$ cat src/pkg/serial_port_pkg.sv
// Purpose: constants and types shared by the clock-synchronous serial port
// Assumes: APB slave, 32-bit data, one register per aligned word
// Notes:   register offsets are held as indices; byte address is four times the index
//
// Functional notes
// mode bit 1 selects clock-synchronous operation
// character length bit 0 means 8-bit characters
// prescale 00, divisor 99 gives 100 kbit/s
// tx empty request only when enable bit set
// rx enable gates rx full and error requests
// transmitter shifts only while tx enable set
// receiver accepts data only while rx enable set
// clock select 00 drives internal clock out
// status register resets to 84 hex
// writing 0 clears tx buffer empty flag
// software writes control 00, then F0 later
// rx full outranks tx empty by vector order
// channel works only with module stop cleared
// external clock taken from pin, no generator
// transmit and receive are double buffered
// prescaler divides by 1, 4, 16 or 64
// buffer move to shifter sets empty flag again
// one clock shifts byte out and in
package serial_port_pkg;

	// ----------------------------------------------------------------
	// register indices and byte addresses
	// ----------------------------------------------------------------
	localparam logic [31:0] SMR_IDX       = 32'hFFFFC000;
	localparam logic [31:0] BRR_IDX       = 32'hFFFFC002;
	localparam logic [31:0] SCR_IDX       = 32'hFFFFC004;
	localparam logic [31:0] TDR_IDX       = 32'hFFFFC006;
	localparam logic [31:0] SSR_IDX       = 32'hFFFFC008;
	localparam logic [31:0] RDR_IDX       = 32'hFFFFC00A;
	localparam logic [31:0] IRQ_STAT_IDX  = 32'hFFFFC00C;
	localparam logic [31:0] IRQ_MASK_IDX  = 32'hFFFFC00E;
	localparam logic [31:0] MSTOP_IDX     = 32'hFFFFC010;
	localparam logic [31:0] SMR_ADDR      = {SMR_IDX[29:0], 2'h0};
	localparam logic [31:0] BRR_ADDR      = {BRR_IDX[29:0], 2'h0};
	localparam logic [31:0] SCR_ADDR      = {SCR_IDX[29:0], 2'h0};
	localparam logic [31:0] TDR_ADDR      = {TDR_IDX[29:0], 2'h0};
	localparam logic [31:0] SSR_ADDR      = {SSR_IDX[29:0], 2'h0};
	localparam logic [31:0] RDR_ADDR      = {RDR_IDX[29:0], 2'h0};
	localparam logic [31:0] IRQ_STAT_ADDR = {IRQ_STAT_IDX[29:0], 2'h0};
	localparam logic [31:0] IRQ_MASK_ADDR = {IRQ_MASK_IDX[29:0], 2'h0};
	localparam logic [31:0] MSTOP_ADDR    = {MSTOP_IDX[29:0], 2'h0};

	// ----------------------------------------------------------------
	// field positions
	// ----------------------------------------------------------------
	localparam int SMR_SYNC_BIT      = 7;
	localparam int SMR_LEN_BIT       = 6;
	localparam int SMR_PRESCALE_LSB  = 0;
	localparam int SCR_TX_IRQ_EN_BIT = 7;
	localparam int SCR_RX_IRQ_EN_BIT = 6;
	localparam int SCR_TX_EN_BIT     = 5;
	localparam int SCR_RX_EN_BIT     = 4;
	localparam int SCR_EXT_CLK_BIT   = 1;
	localparam int SSR_TX_EMPTY_BIT  = 7;
	localparam int SSR_RX_FULL_BIT   = 6;
	localparam int SSR_OVERRUN_BIT   = 5;
	localparam int SSR_TX_DONE_BIT   = 2;
	localparam int IRQ_RX_ERROR    = 0;
	localparam int IRQ_RX_FULL     = 1;
	localparam int IRQ_TX_EMPTY    = 2;
	localparam int IRQ_COUNT       = 3;

	// ----------------------------------------------------------------
	// reset values and counts
	// ----------------------------------------------------------------
	localparam logic [7:0] SMR_RESET   = 8'h00;
	localparam logic [7:0] BRR_RESET   = 8'hFF;
	localparam logic [7:0] SCR_RESET   = 8'h00;
	localparam logic [7:0] SSR_RESET   = 8'h84;
	localparam logic [7:0] DATA_RESET  = 8'h00;
	localparam logic       MSTOP_RESET = 1'b1;
	localparam logic [2:0] BIT_LAST    = 3'h7;
	localparam logic [5:0] PRESCALE_MAX [4] = '{6'h00, 6'h03, 6'h0F, 6'h3F};

	// ----------------------------------------------------------------
	// types
	// ----------------------------------------------------------------
	typedef enum logic [1:0] {SRC_NONE, SRC_RX_ERROR, SRC_RX_FULL, SRC_TX_EMPTY} irq_source_type;
	typedef enum logic {ENG_IDLE, ENG_RUN} engine_state_type;

endpackage

$ cat src/verilog/bit_rate_gen.sv
// Purpose: internal serial clock generator, one pulse per half bit period
// Assumes: run low holds the counters cleared
// Notes:   half period is 2*(divisor+1) prescaled clocks
`timescale 1ns/1ps
module bit_rate_gen (
	// clock and reset
	input  wire logic       clock,
	input  wire logic       rst_n,
	input  wire logic       ce,
	// control
	input  wire logic       run,
	input  wire logic [1:0] prescale_sel,
	input  wire logic [7:0] divisor,
	// strobe
	output logic            half_tick
);
	import serial_port_pkg::*;

	logic [5:0] pre_cnt;
	logic [8:0] div_cnt;
	logic       pre_tick;

	assign pre_tick = (pre_cnt == PRESCALE_MAX[prescale_sel]);

	always_ff @(posedge clock) begin
		if (!rst_n || !run) begin
			pre_cnt   <= 6'h00;
			div_cnt   <= 9'h000;
			half_tick <= 1'b0;
		end else if (ce) begin
			half_tick <= 1'b0;
			pre_cnt   <= pre_tick ? 6'h00 : pre_cnt + 6'h01;
			if (pre_tick) begin
				if (div_cnt == {divisor, 1'b1}) begin
					div_cnt   <= 9'h000;
					half_tick <= 1'b1;
				end else begin
					div_cnt <= div_cnt + 9'h001;
				end
			end
		end
	end

endmodule // bit_rate_gen

$ cat src/verilog/serial_port.sv
// Purpose: clock-synchronous full-duplex serial port with APB registers
// Assumes: serial pins synchronous to clock; external clock slower than clock/4
// Notes:   asynchronous framing is not built; with the mode bit clear the channel idles
`timescale 1ns/1ps
module serial_port (
	// clock and reset
	input  wire logic                            clock,
	input  wire logic                            rst_n,
	input  wire logic                            ce,
	// apb slave
	input  wire logic                            psel,
	input  wire logic                            penable,
	input  wire logic                            pwrite,
	input  wire logic [31:0]                     paddr,
	input  wire logic [31:0]                     pwdata,
	output logic      [31:0]                     prdata,
	output logic                                 pready,
	output logic                                 pslverr,
	// serial pins
	input  wire logic                            sck_in,
	output logic                                 sck_out,
	output logic                                 sck_oe,
	output logic                                 txd,
	input  wire logic                            rxd,
	// interrupts
	output logic                                 tx_empty_irq,
	output logic                                 rx_full_irq,
	output logic                                 rx_error_irq,
	output logic                                 irq,
	output serial_port_pkg::irq_source_type      irq_source
);
	import serial_port_pkg::*;

	// ----------------------------------------------------------------
	// state
	// ----------------------------------------------------------------
	logic [7:0]             serial_mode_reg;
	logic [7:0]             bit_rate_reg;
	logic [7:0]             serial_control_reg;
	logic [7:0]             tx_data_reg;
	logic [7:0]             rx_data_reg;
	logic                   tx_buf_empty_flag;
	logic                   rx_full_flag;
	logic                   overrun_flag;
	logic                   tx_done_flag;
	logic [IRQ_COUNT-1:0]   irq_status;
	logic [IRQ_COUNT-1:0]   irq_mask;
	logic                   module_stop_bit;
	logic                   captured;
	engine_state_type       state;
	logic [2:0]             bit_cnt;
	logic [7:0]             tx_shift;
	logic [7:0]             rx_shift;
	logic                   tx_active;
	logic                   rx_active;
	logic                   sck_prev;
	logic                   half_tick;
	logic [31:0]            next_prdata;
	logic                   next_slverr;
	logic [IRQ_COUNT-1:0]   irq_event;
	logic [IRQ_COUNT-1:0]   pending;

	// ----------------------------------------------------------------
	// decoded controls
	// ----------------------------------------------------------------
	logic sync_mode;
	logic chan_on;
	logic ext_clk;
	logic tx_en;
	logic rx_en;
	logic tx_empty_irq_en;
	logic rx_full_irq_en;
	logic wr;
	logic chan_wr;
	logic next_tx;
	logic rx_only_go;
	logic rise;
	logic fall;
	logic byte_end;
	logic idle_start;
	logic tx_load;
	logic tx_done;
	logic rx_store;
	logic overrun;
	logic ssr_wr;
	logic [7:0] status_byte;

	assign sync_mode = serial_mode_reg[SMR_SYNC_BIT];
	assign chan_on   = !module_stop_bit && sync_mode;
	assign ext_clk         = serial_control_reg[SCR_EXT_CLK_BIT];
	assign tx_en           = serial_control_reg[SCR_TX_EN_BIT];
	assign rx_en           = serial_control_reg[SCR_RX_EN_BIT];
	assign tx_empty_irq_en = serial_control_reg[SCR_TX_IRQ_EN_BIT];
	assign rx_full_irq_en  = serial_control_reg[SCR_RX_IRQ_EN_BIT];

	// ----------------------------------------------------------------
	// apb slave
	// ----------------------------------------------------------------
	// read data is captured in the setup cycle so prdata comes from a flop
	assign pready  = ce && captured && psel && penable;
	assign wr      = pready && pwrite;
	// channel registers are frozen while the module is stopped
	assign chan_wr = wr && !module_stop_bit;
	assign ssr_wr  = chan_wr && (paddr == SSR_ADDR);

	assign status_byte = {tx_buf_empty_flag, rx_full_flag, overrun_flag, 2'h0, tx_done_flag, 2'h0};

	always_comb begin
		next_prdata = 32'h00000000;
		next_slverr = 1'b0;
		case (paddr)
			SMR_ADDR:      next_prdata[7:0] = module_stop_bit ? 8'h00 : serial_mode_reg;
			BRR_ADDR:      next_prdata[7:0] = module_stop_bit ? 8'h00 : bit_rate_reg;
			SCR_ADDR:      next_prdata[7:0] = module_stop_bit ? 8'h00 : serial_control_reg;
			TDR_ADDR:      next_prdata[7:0] = module_stop_bit ? 8'h00 : tx_data_reg;
			SSR_ADDR:      next_prdata[7:0] = module_stop_bit ? 8'h00 : status_byte;
			RDR_ADDR:      next_prdata[7:0] = module_stop_bit ? 8'h00 : rx_data_reg;
			IRQ_STAT_ADDR: next_prdata[IRQ_COUNT-1:0] = irq_status;
			IRQ_MASK_ADDR: next_prdata[IRQ_COUNT-1:0] = irq_mask;
			MSTOP_ADDR:    next_prdata[0] = module_stop_bit;
			default:       next_slverr = 1'b1;
		endcase
	end

	always_ff @(posedge clock) begin
		if (!rst_n) begin
			captured <= 1'b0;
			prdata   <= 32'h00000000;
			pslverr  <= 1'b0;
		end else if (ce) begin
			captured <= psel && !penable;
			if (psel && !penable) begin
				prdata  <= pwrite ? 32'h00000000 : next_prdata;
				pslverr <= next_slverr;
			end
		end
	end

	// ----------------------------------------------------------------
	// configuration registers
	// ----------------------------------------------------------------
	always_ff @(posedge clock) begin
		if (!rst_n) begin
			serial_mode_reg    <= SMR_RESET;
			bit_rate_reg       <= BRR_RESET;
			serial_control_reg <= SCR_RESET;
			tx_data_reg        <= DATA_RESET;
			irq_mask           <= '0;
			module_stop_bit    <= MSTOP_RESET;
		end else if (ce) begin
			if (chan_wr && paddr == SMR_ADDR)
				serial_mode_reg <= pwdata[7:0];
			if (chan_wr && paddr == BRR_ADDR)
				bit_rate_reg <= pwdata[7:0];
			// software is expected to load 00 first and enable only after setup
			if (chan_wr && paddr == SCR_ADDR)
				serial_control_reg <= pwdata[7:0];
			if (chan_wr && paddr == TDR_ADDR)
				tx_data_reg <= pwdata[7:0];
			if (wr && paddr == IRQ_MASK_ADDR)
				irq_mask <= pwdata[IRQ_COUNT-1:0];
			if (wr && paddr == MSTOP_ADDR)
				module_stop_bit <= pwdata[0];
		end
	end

	// ----------------------------------------------------------------
	// status flags: hardware set wins over a software clear
	// ----------------------------------------------------------------
	always_ff @(posedge clock) begin
		if (!rst_n) begin
			tx_buf_empty_flag <= SSR_RESET[SSR_TX_EMPTY_BIT];
			tx_done_flag      <= SSR_RESET[SSR_TX_DONE_BIT];
			rx_full_flag      <= SSR_RESET[SSR_RX_FULL_BIT];
			overrun_flag      <= SSR_RESET[SSR_OVERRUN_BIT];
		end else if (ce) begin
			if (tx_load)
				tx_buf_empty_flag <= 1'b1;
			else if (ssr_wr && !pwdata[SSR_TX_EMPTY_BIT])
				tx_buf_empty_flag <= 1'b0;
			if (tx_done)
				tx_done_flag <= 1'b1;
			else if (ssr_wr && !pwdata[SSR_TX_EMPTY_BIT])
				tx_done_flag <= 1'b0;
			if (rx_store)
				rx_full_flag <= 1'b1;
			else if (ssr_wr && !pwdata[SSR_RX_FULL_BIT])
				rx_full_flag <= 1'b0;
			if (overrun)
				overrun_flag <= 1'b1;
			else if (ssr_wr && !pwdata[SSR_OVERRUN_BIT])
				overrun_flag <= 1'b0;
		end
	end

	// ----------------------------------------------------------------
	// clock selection and edges
	// ----------------------------------------------------------------
	// the generator only runs while a byte is in flight on the internal clock
	bit_rate_gen u_bit_rate_gen (
		.clock        (clock),
		.rst_n        (rst_n),
		.ce           (ce),
		.run          (chan_on && !ext_clk && state == ENG_RUN),
		.prescale_sel (serial_mode_reg[SMR_PRESCALE_LSB +: 2]),
		.divisor      (bit_rate_reg),
		.half_tick    (half_tick)
	);

	assign sck_oe = chan_on && !ext_clk;

	always_ff @(posedge clock) begin
		if (!rst_n)
			sck_prev <= 1'b1;
		else if (ce)
			sck_prev <= sck_in;
	end

	always_comb begin
		if (ext_clk) begin
			fall = sck_prev && !sck_in;
			rise = !sck_prev && sck_in;
		end else begin
			fall = half_tick && sck_out;
			rise = half_tick && !sck_out;
		end
	end

	// ----------------------------------------------------------------
	// shift engine
	// ----------------------------------------------------------------
	// one clock moves both directions; rx alone waits for a free buffer
	assign next_tx    = chan_on && tx_en && !tx_buf_empty_flag;
	assign rx_only_go = chan_on && rx_en && !tx_en && !rx_full_flag;
	assign idle_start = (state == ENG_IDLE) && (next_tx || rx_only_go);
	// character length bit is ignored: synchronous characters are 8 bits
	assign byte_end   = (state == ENG_RUN) && chan_on && rise && (bit_cnt == BIT_LAST);
	assign tx_load    = (idle_start && next_tx) || (byte_end && tx_active && next_tx);
	assign tx_done    = byte_end && tx_active && !next_tx;
	assign rx_store   = byte_end && rx_active && !rx_full_flag;
	assign overrun    = byte_end && rx_active && rx_full_flag;

	always_ff @(posedge clock) begin
		if (!rst_n) begin
			state     <= ENG_IDLE;
			bit_cnt   <= 3'h0;
			tx_shift  <= DATA_RESET;
			rx_shift  <= DATA_RESET;
			tx_active <= 1'b0;
			rx_active <= 1'b0;
			sck_out   <= 1'b1;
			txd       <= 1'b1;
		end else if (ce) begin
			case (state)
				ENG_IDLE: begin
					sck_out <= 1'b1;
					if (idle_start) begin
						state     <= ENG_RUN;
						bit_cnt   <= 3'h0;
						tx_active <= next_tx;
						rx_active <= rx_en;
						if (next_tx) begin
							tx_shift <= tx_data_reg;
							txd      <= tx_data_reg[0];
						end
					end
				end
				ENG_RUN: begin
					if (!chan_on) begin
						state   <= ENG_IDLE;
						sck_out <= 1'b1;
						txd     <= 1'b1;
					end else if (fall) begin
						// parked high while the pin is an input
						sck_out <= ext_clk;
						txd     <= tx_active ? tx_shift[0] : 1'b1;
					end else if (rise) begin
						sck_out  <= 1'b1;
						rx_shift <= {rxd, rx_shift[7:1]};
						tx_shift <= {1'b1, tx_shift[7:1]};
						bit_cnt  <= bit_cnt + 3'h1;
						if (bit_cnt == BIT_LAST) begin
							bit_cnt <= 3'h0;
							if (tx_active && next_tx) begin
								tx_shift <= tx_data_reg;
								rx_active <= rx_en;
							end else begin
								state <= ENG_IDLE;
							end
						end
					end
				end
				default: state <= ENG_IDLE;
			endcase
		end
	end

	always_ff @(posedge clock) begin
		if (!rst_n)
			rx_data_reg <= DATA_RESET;
		else if (ce && rx_store)
			rx_data_reg <= {rxd, rx_shift[7:1]};
	end

	// ----------------------------------------------------------------
	// interrupts
	// ----------------------------------------------------------------
	assign tx_empty_irq = chan_on && tx_empty_irq_en && tx_buf_empty_flag;
	assign rx_full_irq  = chan_on && rx_full_irq_en && rx_full_flag;
	assign rx_error_irq = chan_on && rx_full_irq_en && overrun_flag;

	assign irq_event[IRQ_TX_EMPTY] = tx_load && tx_empty_irq_en;
	assign irq_event[IRQ_RX_FULL]  = rx_store && rx_full_irq_en;
	assign irq_event[IRQ_RX_ERROR] = overrun && rx_full_irq_en;

	genvar gi;
	generate
		for (gi = 0; gi < IRQ_COUNT; gi++) begin : g_irq
			always_ff @(posedge clock) begin
				if (!rst_n)
					irq_status[gi] <= 1'b0;
				else if (ce) begin
					if (irq_event[gi])
						irq_status[gi] <= 1'b1;
					else if (wr && paddr == IRQ_STAT_ADDR && pwdata[gi])
						irq_status[gi] <= 1'b0;
				end
			end
		end
	endgenerate

	assign pending = irq_status & irq_mask;
	assign irq     = |pending;

	// lower vector offset wins: error, then receive full, then transmit empty
	always_comb begin
		if (pending[IRQ_RX_ERROR])
			irq_source = SRC_RX_ERROR;
		else if (pending[IRQ_RX_FULL])
			irq_source = SRC_RX_FULL;
		else if (pending[IRQ_TX_EMPTY])
			irq_source = SRC_TX_EMPTY;
		else
			irq_source = SRC_NONE;
	end

endmodule // serial_port

$ cat config.mk
export PLATFORM = sky130hd
export DESIGN_NAME = serial_port
export DESIGN_NICKNAME = d
export VERILOG_FILES = /design/src/pkg/serial_port_pkg.sv /design/src/verilog/bit_rate_gen.sv /design/src/verilog/serial_port.sv
export SDC_FILE = /design/constraint.sdc
export NUM_CORES = 1
export LEC_CHECK = 0
export BUFFER_PORTS_ARGS = -buffer_cell sky130_fd_sc_hd__buf_2
export CAP_MARGIN = 15
export CORE_ASPECT_RATIO = 0.7
export CORE_UTILIZATION = 30
export DETAILED_ROUTE_END_ITERATION = 10
export GPL_TIMING_DRIVEN = 0
export HOLD_SLACK_MARGIN = 0.08
export PLACE_DENSITY = 0.56
export SYNTH_ARGS = -nofsm -noshare
export SYNTH_HDL_FRONTEND = slang
export SYNTH_SLANG_ARGS = --single-unit
$ cat constraint.sdc
create_clock -name clock -period 3.3 [get_ports clock]
set_input_delay 0.33 -clock clock [delete_from_list [all_inputs] [get_ports clock]]
set_output_delay 0.33 -clock clock [all_outputs]
set_load 0.005 [all_outputs]
==> run_results.csv <==
group,metric,value,unit
synthesis,syn_inst,610,
floorplan,coreArea,17200,um^2
global_routing,grt_max_degree,22,
synthesis,synth_ff_type,"dfxtp_1",
sta,tns,0,ps
cts,clkTransAtPathRegs,80,ps
setup_path,cpMaxStageDelayCell,"nor3_1",
synthesis,synth.cell_area,5260,um^2
routing,vias,4820,
global_routing,gr-total-overflow,0,
setup_path,startpoint,"serial_control_reg[1]",
sta,layout_min_cycle_time,2780,ps
synthesis,ys_top_cells_by_count,"dfxtp_1 (101), nand2_1 (80), mux2i_1 (62), nor2_1 (54)",
sta,setup_violations,0,
sta,holdWs,236,ps
layout,drive_gt1_frac,0.175,
synthesis,ys_warn_count,0,
cts,clk_latency,350,ps
setup_path,arrival,3070,ps
job,cap_violations,0,
cts,cts_max_level,3,
place,place_congestion,0.873,
setup_path,rr_endpoint,"rx_data_reg[2]",
global_routing,met3_usage,0.0400,
floorplan,die-area,18100,um^2
cts,cts_buffers,9,
routing,drcViolationCount,0,
place,portBuffers,64,
floorplan,io_pins,115,
sta,finClkSkew,11.6,ps
worst_hold_path,holdPathStages,3,
synthesis,synth_top_area_share,0.384,
power_and_ir_drop,power_density,396,nW/um^2
cts,clock_sinks,101,
global_routing,grt_pass1_vias,4261,
routing,drt_iter0_drc,406,
global_routing,top_usage_layer,"met1",
place,dp_cells,928,
layout,areaGrowthSynthToFinish,19.1,%
routing,wl_per_cell,16.6,um
synthesis,async_reset_ff_frac,0,
floorplan,die_h,113,um
cts,cts_resized,0,
cts,cts_setup_buffers,0,
setup_path,cp_max_fo,10,
setup_path,critPathCaptureType,"flip-flop",
synthesis,yosysUniqueCellTypes,68,
global_routing,grt_usage,0.173,
synthesis,syn_area_per_cell,8.63,um^2
layout,largest_register_ffs,9,
floorplan,floorplan.initialDensity,0.306,
floorplan,die_width,160,um
setup_path,critPathKind,"flip-flop to flip-flop",
synthesis,ys_ff_latch,101,
cts,root_buffer,"clkbuf_16",
setup_path,r2r_cells,7,
layout,regMostFlops,"u_bit_rate_gen.div_cnt",
synthesis,ys_seq_area_frac,0.384,
power_and_ir_drop,total_power,2.48,mW
sta,final.period_utilization,0.844,
power_and_ir_drop,p_leak,2.52,nW
worst_hold_path,hold_start,"sck_in",
synthesis,synth_edf_count,0,
cts,clock_path_buffers,2,
routing,first_pass_iters,5,
setup_path,rrSetupSlack,520,ps
outcome,status,"complete, no violations",
sta,relSlewSlack,0.270,
routing,antenna_left,0,
cts,cts_tree,"yes",
worst_hold_path,hp-class,"primary input to flip-flop",
synthesis,yosys.area.top_type,"dfxtp_1",
sta,rsz0062_at_grt,"false",
sta,final_max_slew_viol_count,0,
layout,fin_cells,944,
global_routing,grtUsageMet2,0.230,
sta,fmax,0.359,GHz
setup_path,regToRegStartpoint,"serial_control_reg[1]",
layout,antennaDiodeCount,0,
layout,nets,784,
cts,cts_hold_buf,0,
sta,hold_viol,0,
setup_path,crit_chain,"clkbuf_1 -> nor3b_1 -> o2111ai_1 -> buf_1 -> nor3_1 -> nand2_1 -> a21oi_1",
floorplan,num_rows,40,
setup_path,worstPathRequired,3590,ps
synthesis,synth_area_leaders,"dfxtp_1 (38%), mux2i_1 (12%), nand2_1 (5.7%)",
global_routing,antenna_found_initial,0,
routing,wirelength,15.6,mm
synthesis,synth.most_common_cell,"dfxtp_1",
place,place_hpwl,12.1,mm
global_routing,grtUsageMet1,0.274,
global_routing,grt_pass1_wl,24.3,mm
setup_path,crit_end,"rx_data_reg[2]",
power_and_ir_drop,ir_drop,228,uV
setup_path,cp-start-kind,"flip-flop",
routing,routed_via_density,5.11,
setup_path,cpPeakStageDelay,810,ps
sta,worst_pin_slew,1080,ps
==> worst min path at each step <==
| stage | to | slack (ps) |
|---|---|---|
| floorplan | rx_data_reg[2] | 430 |
| global placement | serial_mode_reg[3] | 450 |
| detailed placement | serial_mode_reg[3] | 450 |
| CTS | sck_prev | 220 |
| global route | rx_data_reg[7] | 240 |
| finish | sck_prev | 240 |
==> metal layers <==
layer	share of wire	up-vias	routed length (um)
met5	0	-	0
met4	0.0065	0	102
met3	0.072	8	1130
met2	0.38	173	6010
met1	0.54	2285	8390
li1	-	2354	-
==> metrics by stage <==
step                area (um^2)  setup WS (ps)   util
floorplan                  5350            750      -
global placement           5960            417  0.347
detailed placement         5960            407  0.347
CTS                        6270            509  0.365
global route               6270            202  0.365
finish                     6270            516  0.365
==> placed cells by master, fill, tap and decap left out, types with 4 or more instances in the layout <==
cell       synthesis  layout
a22oi_1            6       6
nor3_1            13      13
or3_1              4       4
nand2_1           80      80
clkbuf_1          25      25
xor2_1            11      11
conb_1             1      24
inv_1             11      11
a211oi_1          12      12
o22ai_1            5       5
clkbuf_16          0       9
and2_1             6       6
and3_1             6       6
nand3_1           19      19
nor2_1            54      54
a22o_1             8       8
mux2i_1           62      62
buf_2              0      64
buf_1              5       5
a21oi_1           20      20
xnor2_1           11      11
ha_1               4       4
or2_2              4       4
and4_1             5       5
buf_4             25      25
nand4_1           13      13
o21ai_0           18      18
nor4_1             8       8
dfxtp_1          101     101
==> logic make-up (layout without fill, tap and decap cells) <==
family | after synthesis | after routing | synth area share
AND/OR/NAND/NOR | 241 | 241 | 0.231
other | 1 | 24 | 0.000713
XOR/XNOR | 22 | 22 | 0.0366
buffers and inverters | 68 | 148 | 0.0680
AO/OA/AOI/OAI | 108 | 108 | 0.144
multiplexers | 65 | 65 | 0.127
flip-flops | 101 | 101 | 0.384
adder cells (fa/ha/maj) | 4 | 4 | 0.00951
==> report_power, final <==
group | internal [mW] | leakage (nW) | switching [mW] | total, mW
Sequential | 1.22 | 0.814 | 0.00110 | 1.22
Clock | 0.547 | 0.152 | 0.546 | 1.09
Combinational | 0.0648 | 1.56 | 0.101 | 0.165
Total | 1.83 | 2.52 | 0.648 | 2.48
==> layout make-up <==
type	count	area, um^2
fill	1813	10900
multi-input combinational	464	2970
sequential	101	2020
timing repair buffer	64	320
buffer	57	317
tap	231	289
clock buffer	9	225
clock inverter	7	83.8
inverter	11	41.3
==> critical path, delay by kind of cell, from the launching register on <==
family / cells / cell delay, ps
compound gates: 2 / 390
buf+inv: 2 / 580
flops: 1 / 300
simple gates: 3 / 1440
No activity file was read; power rests on OpenSTA's default activity.
